[src/pac_map.vh]
// pump autochange sequencer: register offsets, fields, reset values, timing
// assumes inclusion by bare name from the design files
`ifndef PAC_MAP_VH
`define PAC_MAP_VH
`define PAC_AW                4
`define PAC_REG_CTRL          4'h0
`define PAC_REG_INTERVAL      4'h1
`define PAC_REG_MAXAUX        4'h2
`define PAC_REG_FLIMIT        4'h3
`define PAC_REG_IMAP          4'h4
`define PAC_REG_DISP_MIN      4'h5
`define PAC_REG_DISP_MAX      4'h6
`define PAC_REG_DISP_DEC      4'h7
`define PAC_REG_STATUS        4'h8
`define PAC_REG_ORDER         4'h9
`define PAC_REG_ELAPSED       4'hA
`define PAC_REG_DISPLAY       4'hB
`define PAC_CTRL_EN_BIT       0
`define PAC_CTRL_SCOPE_BIT    1
`define PAC_CTRL_MODE_LO      2
`define PAC_CTRL_MODE_HI      3
`define PAC_CTRL_RST          32'h00000000
`define PAC_INTERVAL_RST      32'h00000000
`define PAC_MAXAUX_RST        3'h4
`define PAC_FLIMIT_RST        16'h0000
`define PAC_IMAP_RST          32'h00003210
`define PAC_DISP_MAX_RST      16'h0064
`define PAC_MODE_NONE         2'h0
`define PAC_MODE_APPEND       2'h1
`define PAC_MODE_RESTART      2'h2
`define PAC_TICK_SECONDS      1
`define PAC_CLK_MHZ           250
`define PAC_TICK_CYCLES       (`PAC_TICK_SECONDS * `PAC_CLK_MHZ * 1000000)
`endif

[src/pac_autochange.v]
// pac_autochange: pump/fan autochange sequencer with interlock handling
// assumes synchronous inputs, one 250 MHz clock, register port master as documented
// Summary of operation
// rotation never happens while enable is zero
// scope 0 rotates auxiliaries, own motor fixed
// scope 1 rotates all, two contactors each
// on interval expiry rotate if capacity permits
// blocked rotation held pending until capacity drops
// interval counts only while start request active
// interval counter cleared after each rotation
// fewer running aux than max permits rotation
// at max, rotate only below frequency limit
// zero limit rotates only in stop/sleep
// command only motors with interlock active
// each interlock taken from mapped digital input
// interlock mode 0 ignores all feedback
// mode 1 appends returned motor at end
// mode 1 restores ascending order at stop
// mode 2 stops all, restarts rebuilt order
// display value scaled with min, max, decimals
// rotation moves first motor to last place
// single clock, seconds tick, reset clears state
//
// Implementation choices: the register offsets and the strobed register port.
`timescale 1ns/1ps
`include "pac_map.vh"
module pac_autochange (
  input  wire             CLK,
  input  wire             RSTN,
  input  wire [`PAC_AW-1:0] ADDR,
  input  wire [31:0]      WDATA,
  input  wire             WR,
  input  wire             RD,
  output reg  [31:0]      RDATA,
  input  wire             START_REQ,
  input  wire             SLEEP,
  input  wire [15:0]      OUT_FREQ,
  input  wire [2:0]       AUX_DEMAND,
  input  wire [7:0]       DIG_IN,
  input  wire [15:0]      ACTUAL,
  output reg  [4:0]       LINE_CON,
  output reg  [4:0]       CONV_CON,
  output reg              DRIVE_RUN,
  output reg  [15:0]      DISP_VALUE,
  output reg  [3:0]       DISP_DECIMALS
);
  localparam ST_RUN  = 3'b001;
  localparam ST_STOP = 3'b010;
  localparam ST_HALT = 3'b100;

  reg [31:0] ctrl_q;
  reg [31:0] interval_q;
  reg [2:0]  maxaux_q;
  reg [15:0] flimit_q;
  reg [31:0] imap_q;
  reg [15:0] dmin_q;
  reg [15:0] dmax_q;
  reg [3:0]  ddec_q;
  reg [31:0] elapsed_q;
  reg        pending_q;
  reg [2:0]  state_q;
  reg [14:0] order_q;
  reg [2:0]  len_q;
  reg [4:0]  ilk_prev_q;
  reg [7:0]  rot_count_q;
  wire       tick;
  wire [15:0] disp_w;

  wire       en    = ctrl_q[`PAC_CTRL_EN_BIT];
  wire       scope = ctrl_q[`PAC_CTRL_SCOPE_BIT];
  wire [1:0] mode  = ctrl_q[`PAC_CTRL_MODE_HI:`PAC_CTRL_MODE_LO];
  wire [2:0] nmot  = scope ? 3'd5 : 3'd4;

  pac_tick #(.PERIOD(`PAC_TICK_CYCLES)) u_tick (
    .CLK  (CLK),
    .RSTN (RSTN),
    .tick (tick)
  );

  pac_scale u_scale (
    .CLK    (CLK),
    .RSTN   (RSTN),
    .actual (ACTUAL),
    .lo     (dmin_q),
    .hi     (dmax_q),
    .disp   (disp_w)
  );

  // interlock per motor from mapped digital input; motor 4 from bits 18:16 in either scope
  reg [4:0] ilk;
  integer   k;
  always @* begin
    ilk = 5'h1F;
    for (k = 0; k < 4; k = k + 1)
      ilk[k] = DIG_IN[imap_q[4*k +: 3]];
    ilk[4] = DIG_IN[imap_q[18:16]];
    if (mode == `PAC_MODE_NONE)
      ilk = 5'h1F;
  end
  wire [4:0] ilk_rise = ilk & ~ilk_prev_q;
  wire [4:0] ilk_fall = ~ilk & ilk_prev_q;

  // running auxiliaries: positions 1..demand of the order (position 0 is the regulated one)
  wire [2:0] aux_run = (AUX_DEMAND < len_q) ? AUX_DEMAND : ((len_q == 3'd0) ? 3'd0 : len_q - 3'd1);
  wire at_rest = !START_REQ || SLEEP;
  wire cap_ok  = (flimit_q == 16'h0000) ? at_rest
               : (aux_run < maxaux_q) ? 1'b1
               : (aux_run == maxaux_q) && (OUT_FREQ < flimit_q);
  wire expired = (interval_q != 32'h00000000) && (elapsed_q >= interval_q);
  wire do_rot  = en && (expired || pending_q) && cap_ok && (state_q != ST_HALT);

  // ascending order of permitted motors
  reg [14:0] asc;
  reg [2:0]  asc_len;
  integer    m;
  always @* begin
    asc     = 15'h0000;
    asc_len = 3'd0;
    for (m = 0; m < 5; m = m + 1) begin
      if ((m[2:0] < nmot) && ilk[m]) begin
        asc[3*asc_len +: 3] = m[2:0];
        asc_len = asc_len + 3'd1;
      end
    end
  end

  // order with a dropped motor removed
  reg [14:0] pruned;
  reg [2:0]  pr_len;
  reg [2:0]  ent;
  integer    j;
  always @* begin
    pruned = 15'h0000;
    pr_len = 3'd0;
    ent    = 3'd0;
    for (j = 0; j < 5; j = j + 1) begin
      ent = order_q[3*j +: 3];
      if ((j[2:0] < len_q) && ilk[ent]) begin
        pruned[3*pr_len +: 3] = ent;
        pr_len = pr_len + 3'd1;
      end
    end
  end

  // appended returning motor: lowest index only; others returning in the same cycle are not appended
  reg [2:0] ret_idx;
  reg       ret_any;
  integer   r;
  always @* begin
    ret_idx = 3'd0;
    ret_any = 1'b0;
    for (r = 4; r >= 0; r = r - 1) begin
      if (ilk_rise[r] && (r[2:0] < nmot)) begin
        ret_idx = r[2:0];
        ret_any = 1'b1;
      end
    end
  end

  wire stop_evt = do_rot || (state_q == ST_RUN && at_rest);

  // sequencer
  always @(posedge CLK or negedge RSTN) begin
    if (!RSTN) begin
      state_q     <= ST_STOP;
      order_q     <= 15'h0000;
      len_q       <= 3'd0;
      elapsed_q   <= 32'h00000000;
      pending_q   <= 1'b0;
      ilk_prev_q  <= 5'h1F;
      rot_count_q <= 8'h00;
    end else begin
      ilk_prev_q <= ilk;
      if (!en) begin
        pending_q <= 1'b0;
        elapsed_q <= 32'h00000000;
      end else if (do_rot) begin
        pending_q <= 1'b0;
        elapsed_q <= 32'h00000000;
      end else begin
        if (expired)
          pending_q <= 1'b1;
        if (START_REQ && tick && !expired)
          elapsed_q <= elapsed_q + 32'd1;
      end
      case (state_q)
        ST_RUN: begin
          if (ret_any && mode == `PAC_MODE_RESTART) begin
            state_q <= ST_HALT;
          end else if (do_rot) begin
            // first to last; a mode 1 appended order is first rebuilt ascending
            if (mode == `PAC_MODE_APPEND)
              order_q <= ({asc[2:0], 12'h000} >> (3 * (5 - asc_len))) | (asc >> 3);
            else
              order_q <= ({pruned[2:0], 12'h000} >> (3 * (5 - pr_len))) | (pruned >> 3);
            len_q       <= (mode == `PAC_MODE_APPEND) ? asc_len : pr_len;
            rot_count_q <= rot_count_q + 8'h01;
          end else if (at_rest) begin
            state_q <= ST_STOP;
            if (mode == `PAC_MODE_APPEND) begin
              order_q <= asc;
              len_q   <= asc_len;
            end
          end else if (ret_any && mode == `PAC_MODE_APPEND && len_q < 3'd5) begin
            order_q[3*len_q +: 3] <= ret_idx;
            len_q <= len_q + 3'd1;
          end else if (|ilk_fall) begin
            order_q <= pruned;
            len_q   <= pr_len;
          end
        end
        ST_STOP: begin
          if (do_rot) begin
            order_q     <= ({asc[2:0], 12'h000} >> (3 * (5 - asc_len))) | (asc >> 3);
            len_q       <= asc_len;
            rot_count_q <= rot_count_q + 8'h01;
          end else if (len_q == 3'd0 || len_q != asc_len || |ilk_fall || |ilk_rise) begin
            // a scope change alters the motor set, so the idle order is rebuilt too
            order_q <= asc;
            len_q   <= asc_len;
          end
          if (!at_rest)
            state_q <= ST_RUN;
        end
        ST_HALT: begin
          // one cycle with every motor off before the rebuilt start
          order_q <= asc;
          len_q   <= asc_len;
          state_q <= at_rest ? ST_STOP : ST_RUN;
        end
        default: state_q <= ST_STOP;
      endcase
    end
  end

  // contactor outputs from the current order
  reg [4:0] line_d;
  reg [4:0] conv_d;
  reg       run_d;
  reg [2:0] mot;
  integer   p;
  always @* begin
    line_d = 5'h00;
    conv_d = 5'h00;
    run_d  = (state_q == ST_RUN) && !stop_evt;
    mot    = 3'd0;
    if (run_d) begin
      for (p = 0; p < 5; p = p + 1) begin
        mot = order_q[3*p +: 3];
        if (p[2:0] < len_q && ilk[mot]) begin
          if (scope && p == 0)
            conv_d[mot] = 1'b1;
          else if (p[2:0] >= 3'd1 && p[2:0] <= AUX_DEMAND)
            line_d[mot] = 1'b1;
        end
      end
    end
  end

  always @(posedge CLK or negedge RSTN) begin
    if (!RSTN) begin
      LINE_CON      <= 5'h00;
      CONV_CON      <= 5'h00;
      DRIVE_RUN     <= 1'b0;
      DISP_VALUE    <= 16'h0000;
      DISP_DECIMALS <= 4'h0;
    end else begin
      LINE_CON      <= line_d & ~conv_d;
      CONV_CON      <= conv_d;
      DRIVE_RUN     <= run_d;
      DISP_VALUE    <= disp_w;
      DISP_DECIMALS <= ddec_q;
    end
  end

  // register port
  always @(posedge CLK or negedge RSTN) begin
    if (!RSTN) begin
      ctrl_q     <= `PAC_CTRL_RST;
      interval_q <= `PAC_INTERVAL_RST;
      maxaux_q   <= `PAC_MAXAUX_RST;
      flimit_q   <= `PAC_FLIMIT_RST;
      imap_q     <= `PAC_IMAP_RST;
      dmin_q     <= 16'h0000;
      dmax_q     <= `PAC_DISP_MAX_RST;
      ddec_q     <= 4'h0;
      RDATA      <= 32'h00000000;
    end else begin
      if (WR) begin
        case (ADDR)
          `PAC_REG_CTRL:     ctrl_q     <= {28'h0000000, WDATA[3:0]};
          `PAC_REG_INTERVAL: interval_q <= WDATA;
          `PAC_REG_MAXAUX:   maxaux_q   <= WDATA[2:0];
          `PAC_REG_FLIMIT:   flimit_q   <= WDATA[15:0];
          `PAC_REG_IMAP:     imap_q     <= WDATA & 32'h00077777;
          `PAC_REG_DISP_MIN: dmin_q     <= WDATA[15:0];
          `PAC_REG_DISP_MAX: dmax_q     <= WDATA[15:0];
          `PAC_REG_DISP_DEC: ddec_q     <= WDATA[3:0];
          default: ;
        endcase
      end
      if (RD) begin
        case (ADDR)
          `PAC_REG_CTRL:     RDATA <= ctrl_q;
          `PAC_REG_INTERVAL: RDATA <= interval_q;
          `PAC_REG_MAXAUX:   RDATA <= {29'h00000000, maxaux_q};
          `PAC_REG_FLIMIT:   RDATA <= {16'h0000, flimit_q};
          `PAC_REG_IMAP:     RDATA <= imap_q;
          `PAC_REG_DISP_MIN: RDATA <= {16'h0000, dmin_q};
          `PAC_REG_DISP_MAX: RDATA <= {16'h0000, dmax_q};
          `PAC_REG_DISP_DEC: RDATA <= {28'h0000000, ddec_q};
          `PAC_REG_STATUS:   RDATA <= {8'h00, rot_count_q, 3'h0, ilk, len_q, pending_q, 1'b0, state_q};
          `PAC_REG_ORDER:    RDATA <= {17'h00000, order_q};
          `PAC_REG_ELAPSED:  RDATA <= elapsed_q;
          `PAC_REG_DISPLAY:  RDATA <= {16'h0000, disp_w};
          default:           RDATA <= 32'h00000000;
        endcase
      end else begin
        RDATA <= 32'h00000000;
      end
    end
  end
endmodule

[src/pac_tick.v]
// pac_tick: one-cycle enable pulse every PERIOD clocks
// assumes a single free-running clock
`timescale 1ns/1ps
module pac_tick #(
  parameter [31:0] PERIOD = 32'd250000000
) (
  input  wire CLK,
  input  wire RSTN,
  output reg  tick
);
  reg [31:0] cnt_q;
  always @(posedge CLK or negedge RSTN) begin
    if (!RSTN) begin
      cnt_q <= 32'h00000000;
      tick  <= 1'b0;
    end else if (cnt_q >= PERIOD - 32'd1) begin
      cnt_q <= 32'h00000000;
      tick  <= 1'b1;
    end else begin
      cnt_q <= cnt_q + 32'd1;
      tick  <= 1'b0;
    end
  end
endmodule

[src/pac_scale.v]
// pac_scale: maps a 0..65535 actual value onto min..max-1 of the display span; max itself is never reached
// assumes inputs stable a few cycles; output registered
`timescale 1ns/1ps
module pac_scale (
  input  wire        CLK,
  input  wire        RSTN,
  input  wire [15:0] actual,
  input  wire [15:0] lo,
  input  wire [15:0] hi,
  output reg  [15:0] disp
);
  wire [15:0] span = (hi > lo) ? (hi - lo) : 16'h0000;
  wire [31:0] prod = actual * span;
  always @(posedge CLK or negedge RSTN) begin
    if (!RSTN)
      disp <= 16'h0000;
    else
      disp <= lo + prod[31:16];
  end
endmodule

[config.mk]
export PLATFORM = sky130hd
export DESIGN_NAME = pac_autochange
export DESIGN_NICKNAME = d
export VERILOG_FILES = /design/src/pac_autochange.v /design/src/pac_tick.v /design/src/pac_scale.v
export VERILOG_INCLUDE_DIRS = /design/src
export SDC_FILE = /design/constraint.sdc
export NUM_CORES = 1
export LEC_CHECK = 0
export BUFFER_PORTS_ARGS = -buffer_cell sky130_fd_sc_hd__clkbuf_2
export CORE_UTILIZATION = 29
export DETAILED_ROUTE_END_ITERATION = 12
export GPL_ROUTABILITY_DRIVEN = 0
export MAX_ROUTING_LAYER = met4
export PLACE_DENSITY_LB_ADDON = 0.12
export SETUP_SLACK_MARGIN = 0.5
export SLEW_MARGIN = 40
export SYNTH_ARGS = -nofsm -noshare
export SYNTH_HDL_FRONTEND = slang
export SYNTH_SLANG_ARGS = --single-unit
[constraint.sdc]
create_clock -name CLK -period 27.2 [get_ports CLK]
set_clock_uncertainty 0.1 [all_clocks]
set_input_delay 1.36 -clock CLK [delete_from_list [all_inputs] [get_ports CLK]]
set_output_delay 1.36 -clock CLK [all_outputs]
set_load 0.02 [all_outputs]
==> results of run 1 <==
Yosys cell counts, types with 15 or more instances:
master	number
clkbuf_1	99
nand4_1	39
fa_1	197
dfrtp_1	271
o21a_1	22
xor2_1	38
or3_1	16
ha_1	229
nor2b_1	24
o211ai_1	19
a22o_1	18
and3_1	30
a31oi_1	37
nand3_1	67
a21o_1	34
nor2_1	214
a211oi_1	20
nor4_1	27
a21oi_1	104
nand2b_1	28
inv_1	372
mux2_2	117
xnor2_1	57
o21ai_0	96
nor3_1	56
a22oi_1	47
and2_1	116
a221oi_1	15
mux2i_1	18
nand2_1	262
sequential cells by signal, indices dropped and copies added (netlist names), 4 cells and up, named ones only:
| signal | count |
|---|---|
| u_scale.disp | 16 |
| ilk_prev_q | 5 |
| ddec_q | 4 |
| u_tick.cnt_q | 32 |
| DISP_DECIMALS | 4 |
| elapsed_q | 32 |
| DISP_VALUE | 16 |
| dmax_q | 16 |
| interval_q | 32 |
| dmin_q | 16 |
| LINE_CON | 5 |
| rot_count_q | 8 |
| CONV_CON | 5 |
| imap_q | 15 |
| RDATA | 32 |
| ctrl_q | 4 |
| flimit_q | 16 |
layer usage:
| metal | track usage, % | share of wire (%) |
|---|---|---|
| met4 | 6.61 | 3.0 |
| met3 | 2.62 | 5.7 |
| met5 | - | 0 |
| met1 | 28.9 | 45 |
| met2 | 33.1 | 46 |
layout by cell type (no fill, tap or decap), drive strengths merged, types with 21 or more instances in the layout:
cell type,instances
nor4,27
nand3,67
a22oi,49
o21ai,105
nor3,58
fa,197
a31oi,37
clkbuf,193
nand2b,28
nand2,263
and3,30
o21a,22
and2,116
a21o,34
nand4,39
buf,48
mux2,118
dfrtp,271
a21oi,105
inv,374
ha,229
xor2,38
a211oi,21
nor2,218
xnor2,61
nor2b,25
through the flow:
| step | instance area [um2] | hold WS [ns] | std cells | setup WS [ns] | util [%] |
|---|---|---|---|---|---|
| after floorplan | 27100 | 0.254 | 2947 | 16.97 | - |
| after global placement | 29400 | 0.308 | 4273 | 15.70 | 31.9 |
| after detailed placement | 29400 | 0.303 | 4273 | 15.56 | 32.0 |
| after CTS | 30700 | 0.316 | 4335 | 15.51 | 33.3 |
| after global routing | 30800 | 0.312 | 4348 | 14.67 | 33.4 |
| final | 30800 | 0.303 | 4349 | 15.53 | 33.4 |
worst paths after layout:
check | startpoint | end | slack [ns]
worst max-delay path | dmin_q[1] | u_scale.disp[14] | 15.53
worst min-delay path | u_scale.disp[0] | DISP_VALUE[0] | 0.30
worst max register to register | dmin_q[1] | u_scale.disp[14] | 15.53
worst min register to register | u_scale.disp[0] | DISP_VALUE[0] | 0.30
max in group asynchronous | RSTN | elapsed_q[6] | 24.37
min in group asynchronous | RSTN | DISP_VALUE[14] | 0.58
logic make-up (layout without fill, tap and decap cells):
group	after synthesis	count (layout)	synth area share, %
AND/OR/NAND/NOR	937	937	17.1
AO/OA/AOI/OAI	562	562	14.6
buffers and inverters	486	632	6.78
adder cells (fa/ha/maj)	426	426	25.1
flip-flops	285	285	26.4
multiplexers	146	146	6.44
XOR/XNOR	101	101	3.52
other	1	17	0.0138
cell type report:
class,instances,area (um2)
fill,9529,61300
timing repair buffer,194,1130
clock buffer,47,1000
multi-input combinational,2176,18200
clock inverter,15,258
inverter,376,1410
antenna,13,32.5
tap,1243,1560
sequential,285,7150
==> impl_metrics.env, run 1 <==
export IMPL_grt_pass1_vias=23521
export IMPL_setup_tns_ns=0
export IMPL_worst_ep_arrival_time_ns=11.98
export IMPL_cts_max_level=2
export IMPL_grt_overflow=0
export IMPL_netlist_instances=2944
export IMPL_worst_slew_pin_slew_ns=0.907
export IMPL_die_w_um=308
export IMPL_synth_area_um2=27100
export IMPL_place_hpwl_um=76500
export IMPL_first_pass_iters=8
export IMPL_synth_area_per_cell_um2=9.20
export IMPL_synth_area_top_cells="dfrtp_1, fa_1, ha_1"
export IMPL_row_count=111
export IMPL_syn_to_final_growth_pct=13.5
export IMPL_period_share_pct=42.9
export IMPL_ctsHoldBuffers=0
export IMPL_postRouteAntennaNets=0
export IMPL_cp_top_family="compound AO/OA/AOI/OAI gates"
export IMPL_async_reset_ff_share_pct=100
export IMPL_core_um2=92100
export IMPL_yosysSeqAreaShare_pct=26.4
export IMPL_crit_type="flop to flop"
export IMPL_vias_per_cell=5.28
export IMPL_hold_viol_final=0
export IMPL_worst_path_buf_inv=5
export IMPL_antenna_found_initial=17
export IMPL_num_vias=22961
export IMPL_crit_top_cell="o21ai_0"
export IMPL_grt_setup_unrepaired="false"
export IMPL_outcome="finished clean"
export IMPL_num_io_pins=148
export IMPL_drc=0
export IMPL_worstSetupEndpointType="flop"
export IMPL_dieHeight_um=308
export IMPL_start_kind="flop"
export IMPL_wl_per_cell_um=22.7
export IMPL_setup_violations=0
export IMPL_synth_ff_type="dfrtp_1"
export IMPL_ctsResizeCount=0
export IMPL_yosysTopAreaCellShare_pct=25.0
export IMPL_drv_slew=0
export IMPL_fin_crit_ns=11.67
export IMPL_clock_root_buffer="clkbuf_16"
export IMPL_synth_edf_count=0
export IMPL_path_max_fanout=16
export IMPL_drt_iter0_drc=1917
export IMPL_clock_latency_ns=0.56
export IMPL_hp_class="flop to flop"
export IMPL_layout_drive_gt1_share_pct=15.0
export IMPL_floorplan_initialDensity_pct=29.4
export IMPL_postCtsSetupBuffers=0
export IMPL_numCtsBuffers=36
export IMPL_maxClockFrequency_mhz=85.7
export IMPL_slew_headroom_pct=38.9
export IMPL_wl_um=98600
export IMPL_ys_types=102
export IMPL_max_stage_delay_ns=0.55
export IMPL_hold_depth=0
export IMPL_ys_ff_latch=285
export IMPL_cap_violations=0
export IMPL_r2r_cells=44
export IMPL_worstSetupPathDepth=44
export IMPL_yosysTopAreaCell="dfrtp_1"
export IMPL_dieArea_um2=94700
export IMPL_critPathRequiredTime_ns=27.51
export IMPL_nets=3580
export IMPL_crit_slowest_cell="fa_1"
export IMPL_grt_max_degree=103
export IMPL_cts_sinks=285
export IMPL_port_buffers=147
export IMPL_cts_tree="yes"
export IMPL_gr_usage_all_layers_pct=21.3
export IMPL_yosys_warnings=0
export IMPL_cts_buffer_depth=3
export IMPL_path_clk_slew_ns=0.06
export IMPL_grt_first_pass_wirelength_um=150000
Power of run 1 is left out: the tool's default activity adds up to more than one toggle a clock period on the data nets, which glitch-free logic cannot reach.
==> run 2, diff against run 1 <==
clock period = 11.1 ns   (was 27.2 ns; I/O delays follow)
==> impl_metrics.env, run 2 (synthesized netlist as in run 1, its figures left out) <==
export IMPL_outcome="finished clean"
export IMPL_stdcell_count=4374
export IMPL_cts_max_level=2
export IMPL_core_um2=92100
export IMPL_floorplan_initialDensity_pct=29.4
export IMPL_slew_headroom_pct=43.1
export IMPL_period_share_pct=90.1
export IMPL_fin_util_pct=33.7
export IMPL_grt_overflow=0
export IMPL_path_clk_slew_ns=0.06
export IMPL_clock_latency_ns=0.56
export IMPL_crit_type="flop to flop"
export IMPL_num_io_pins=148
export IMPL_grt_util_met2_pct=33.6
export IMPL_wl_um=98800
export IMPL_worstSetupEndpointType="flop"
export IMPL_hold_viol_final=0
export IMPL_maxClockFrequency_mhz=100
export IMPL_timing_final_ws_setup_ns=1.10
export IMPL_setup_tns_ns=0
export IMPL_cts_sinks=285
export IMPL_worst_slew_pin_slew_ns=0.846
export IMPL_syn_to_final_growth_pct=14.6
export IMPL_worst_ep_arrival_time_ns=10.31
export IMPL_critPathRequiredTime_ns=11.42
export IMPL_cts_buffer_depth=3
export IMPL_drv_slew=0
export IMPL_start_kind="flop"
export IMPL_dpl_worst_slack_ns=0.112
export IMPL_antenna_found_initial=14
export IMPL_port_buffers=147
export IMPL_drc=0
export IMPL_dieHeight_um=308
export IMPL_nets=3606
export IMPL_cts_tree="yes"
export IMPL_hp_class="primary input to flop"
export IMPL_setup_violations=0
export IMPL_path_max_fanout=18
export IMPL_dp_cells=4285
export IMPL_grt_max_degree=91
export IMPL_clock_root_buffer="clkbuf_16"
export IMPL_final_common_cell="inv_1"
export IMPL_busiest_layer="met2"
export IMPL_gr_usage_all_layers_pct=21.4
export IMPL_die_w_um=308
export IMPL_grt_pass1_vias=23518
export IMPL_row_count=111
export IMPL_numCtsBuffers=35
export IMPL_cap_violations=0
export IMPL_grt_setup_unrepaired="true"
export IMPL_layout_drive_gt1_share_pct=16.4
export IMPL_wl_per_cell_um=22.6
export IMPL_grt_use_met1_pct=29.0
export IMPL_max_stage_delay_ns=0.56
export IMPL_fin_crit_ns=10.0
export IMPL_place_hpwl_um=77100
export IMPL_grt_use_met3_pct=2.35
export IMPL_dieArea_um2=94700
export IMPL_final_cell_mix="inv_1, dfrtp_1, nand2_1"
export IMPL_postRouteAntennaNets=0
export IMPL_vias_per_cell=5.30
export IMPL_drt_iter0_drc=1922
export IMPL_crit_slowest_cell="fa_1"
export IMPL_first_pass_iters=10
export IMPL_grt_first_pass_wirelength_um=150000
export IMPL_num_vias=23163
==> run 2: changes by cell type in the layout (fill, tap and decap cells not counted), sizes merged, moves of 2 or more <==
cell    before  now
buf         48   74
clkbuf     193  191
inv        374  376
bufinv       7    5
diode       13   11
==> run 2: stage by stage <==
stage	hold WS (ns)	cell area (um2)
after floorplan	0.159	27100
after global placement	0.289	29500
after global routing	0.120	31100
final	0.131	31100
after CTS	0.103	30800
after detailed placement	0.302	29500
==> run 2: area by class of cell <==
type                    count  area [um2]
diodes                     11        27.5
clock buffers              45         985
clock inverters            17         246
fillers                  9528       61000
inverters                 376        1410
multi-input cells        2176       18300
flip-flops and latches    285        7150
well taps                1243        1560
repair buffers            221        1360
==> run 2: repair_timing <==
action,4_1_cts,5_1_grt
setup endpoints to repair,5,8
setup buffers,5,9
gates resized for setup,8,39
hold buffers,1,0
hold endpoints to repair,88,0
pin swaps,0,11
==> run 2: path summary, 6_finish.rpt <==
check,startpoint,endpoint,slack [ns],cells past startpoint
max,dmin_q[0],u_scale.disp[14],1.10,46
min,WDATA[24],interval_q[24],0.13,2
max reg2reg,dmin_q[0],u_scale.disp[14],1.10,46
min reg2reg,u_scale.disp[0],DISP_VALUE[0],0.31,0
max in group asynchronous,RSTN,async pin,8.57,4
min in group asynchronous,RSTN,DISP_VALUE[8],0.50,2
==> run 2: routing by layer <==
metal	up-vias	wire length, um
met3	140	5530
met2	746	45800
met1	11800	44700
met5	-	0
li1	10477	-
met4	0	2720
==> run 2: critical path, delay by kind of cell, from the launching register on <==
kind / cells / cell delay (ns)
adder cells (fa/ha/maj): 10 / 4.09
AO/OA/AOI/OAI: 22 / 3.38
AND/OR/NAND/NOR: 6 / 0.86
buffers and inverters: 7 / 0.83
flip-flops: 1 / 0.42
XOR/XNOR: 1 / 0.16
Power of run 2 is left out for the same reason.
==> run 3, diff against run 2 <==
clock period = 10.2 ns   (was 11.1 ns; I/O delays follow)
==> impl_metrics.env, run 3 (synthesized netlist as in run 1, its figures left out) <==
export IMPL_core_um2=92100
export IMPL_floorplan_initialDensity_pct=29.4
export IMPL_postRouteAntennaNets=0
export IMPL_place_hpwl_um=77400
export IMPL_drt_iter0_drc=1890
export IMPL_die_w_um=308
export IMPL_clock_root_buffer="clkbuf_16"
export IMPL_final_cell_mix="inv_1, dfrtp_1, nand2_1"
export IMPL_r2r_cells=46
export IMPL_dieHeight_um=308
export IMPL_grt_pass1_vias=24112
export IMPL_numCtsBuffers=35
export IMPL_layout_drive_gt1_share_pct=21.3
export IMPL_start_kind="flop"
export IMPL_cts_max_level=2
export IMPL_drc=0
export IMPL_syn_to_final_growth_pct=18.9
export IMPL_cts_sinks=285
export IMPL_first_pass_iters=8
export IMPL_final_common_cell="inv_1"
export IMPL_setup_violations=0
export IMPL_hp_class="primary input to flop"
export IMPL_grt_first_pass_wirelength_um=150000
export IMPL_hold_depth=2
export IMPL_num_io_pins=148
export IMPL_crit_type="flop to flop"
export IMPL_grt_max_degree=80
export IMPL_num_vias=23526
export IMPL_worstSetupEndpointType="flop"
export IMPL_cts_buffer_depth=3
export IMPL_grt_setup_unrepaired="true"
export IMPL_path_clk_slew_ns=0.06
export IMPL_max_stage_delay_ns=0.56
export IMPL_crit_top_cell="buf_4"
export IMPL_row_count=111
export IMPL_vias_per_cell=5.26
export IMPL_nets=3707
export IMPL_dieArea_um2=94700
export IMPL_outcome="finished clean"
export IMPL_grt_overflow=0
export IMPL_port_buffers=147
export IMPL_cap_violations=0
export IMPL_worst_ep_arrival_time_ns=10.09
export IMPL_wl_um=99400
export IMPL_gr_usage_all_layers_pct=21.5
export IMPL_setup_tns_ns=0
export IMPL_hold_viol_final=0
export IMPL_slew_headroom_pct=42.5
export IMPL_fin_crit_ns=9.70
export IMPL_crit_slowest_cell="fa_1"
export IMPL_antenna_found_initial=10
export IMPL_path_max_fanout=6
export IMPL_period_share_pct=95.1
export IMPL_cts_tree="yes"
export IMPL_wl_per_cell_um=22.2
export IMPL_worst_slew_pin_slew_ns=0.841
export IMPL_clock_latency_ns=0.57
export IMPL_drv_slew=0
export IMPL_maxClockFrequency_mhz=103
export IMPL_critPathRequiredTime_ns=10.58
run 3: cell count changes in the layout (fill, tap and decap cells not counted), sizes merged:
cell      change
buf         +101
clkbuf        +4
bufinv        -2
clkinv        +2
clkinvlp      -2
diode         -1
run 3: path summary, 6_finish.rpt:
path                                 from               end  slack (ns)
worst max register to register  dmax_q[1]  u_scale.disp[14]        0.50
worst max-delay path            dmax_q[1]  u_scale.disp[14]        0.50
max in group asynchronous            RSTN         ddec_q[0]        8.42
worst min-delay path            WDATA[20]    interval_q[20]        0.07
min in group asynchronous            RSTN    interval_q[31]        0.42
worst min register to register  ddec_q[3]  DISP_DECIMALS[3]        0.32
run 3: worst max-delay path: cells and delay by family, from the launching register on:
family / cells / cell delay, ns
AO/OA/AOI/OAI: 19 / 3.18
adder cells (fa/ha/maj): 9 / 3.84
buffers and inverters: 12 / 1.31
AND/OR/NAND/NOR: 5 / 0.68
flip-flops: 1 / 0.40
XOR/XNOR: 1 / 0.12
run 3: layer usage:
| layer | vias up | part of all wire (%) | track usage, % |
|---|---|---|---|
| li1 | 10672 | - | - |
| met1 | 11907 | 44 | 28.1 |
| met2 | 769 | 48 | 34.9 |
| met3 | 178 | 5.5 | 2.66 |
| met4 | 0 | 2.8 | 5.89 |
| met5 | - | 0 | - |
run 3: final cells by class:
| class | count | area [um2] |
|---|---|---|
| Clock buffer | 49 | 998 |
| Timing Repair Buffer | 322 | 2160 |
| Clock inverter | 15 | 206 |
| Sequential cell | 285 | 7150 |
| Tap cell | 1243 | 1560 |
| Multi-Input combinational cell | 2176 | 18700 |
| Inverter | 376 | 1410 |
| Antenna cell | 10 | 25.0 |
| Fill cell | 9557 | 59900 |
run 3: stage by stage:
stage          setup slack, ns  instances  util [%]  hold WS [ns]  cell area, um2
6_report                 0.495       4476      35.0        0.0690           32200
5_1_grt                 0.0839       4474      35.0        0.0514           32200
4_1_cts                  0.503       4448      34.5        0.0348           31800
3_5_place_dp            -0.260       4351      32.7         0.313           30100
3_3_place_gp            -0.113       4351      32.6         0.321           30000
2_1_floorplan            0.519       2947         -         0.114           27200
run 3: timing repair:
item,in CTS,in global routing
gates cloned,1,0
hold buffers,1,0
pin swaps,66,58
buffers inserted,31,17
hold endpoints to repair,71,0
setup endpoints to repair,8,7
resized for setup,60,72
Power of run 3 is left out for the same reason.
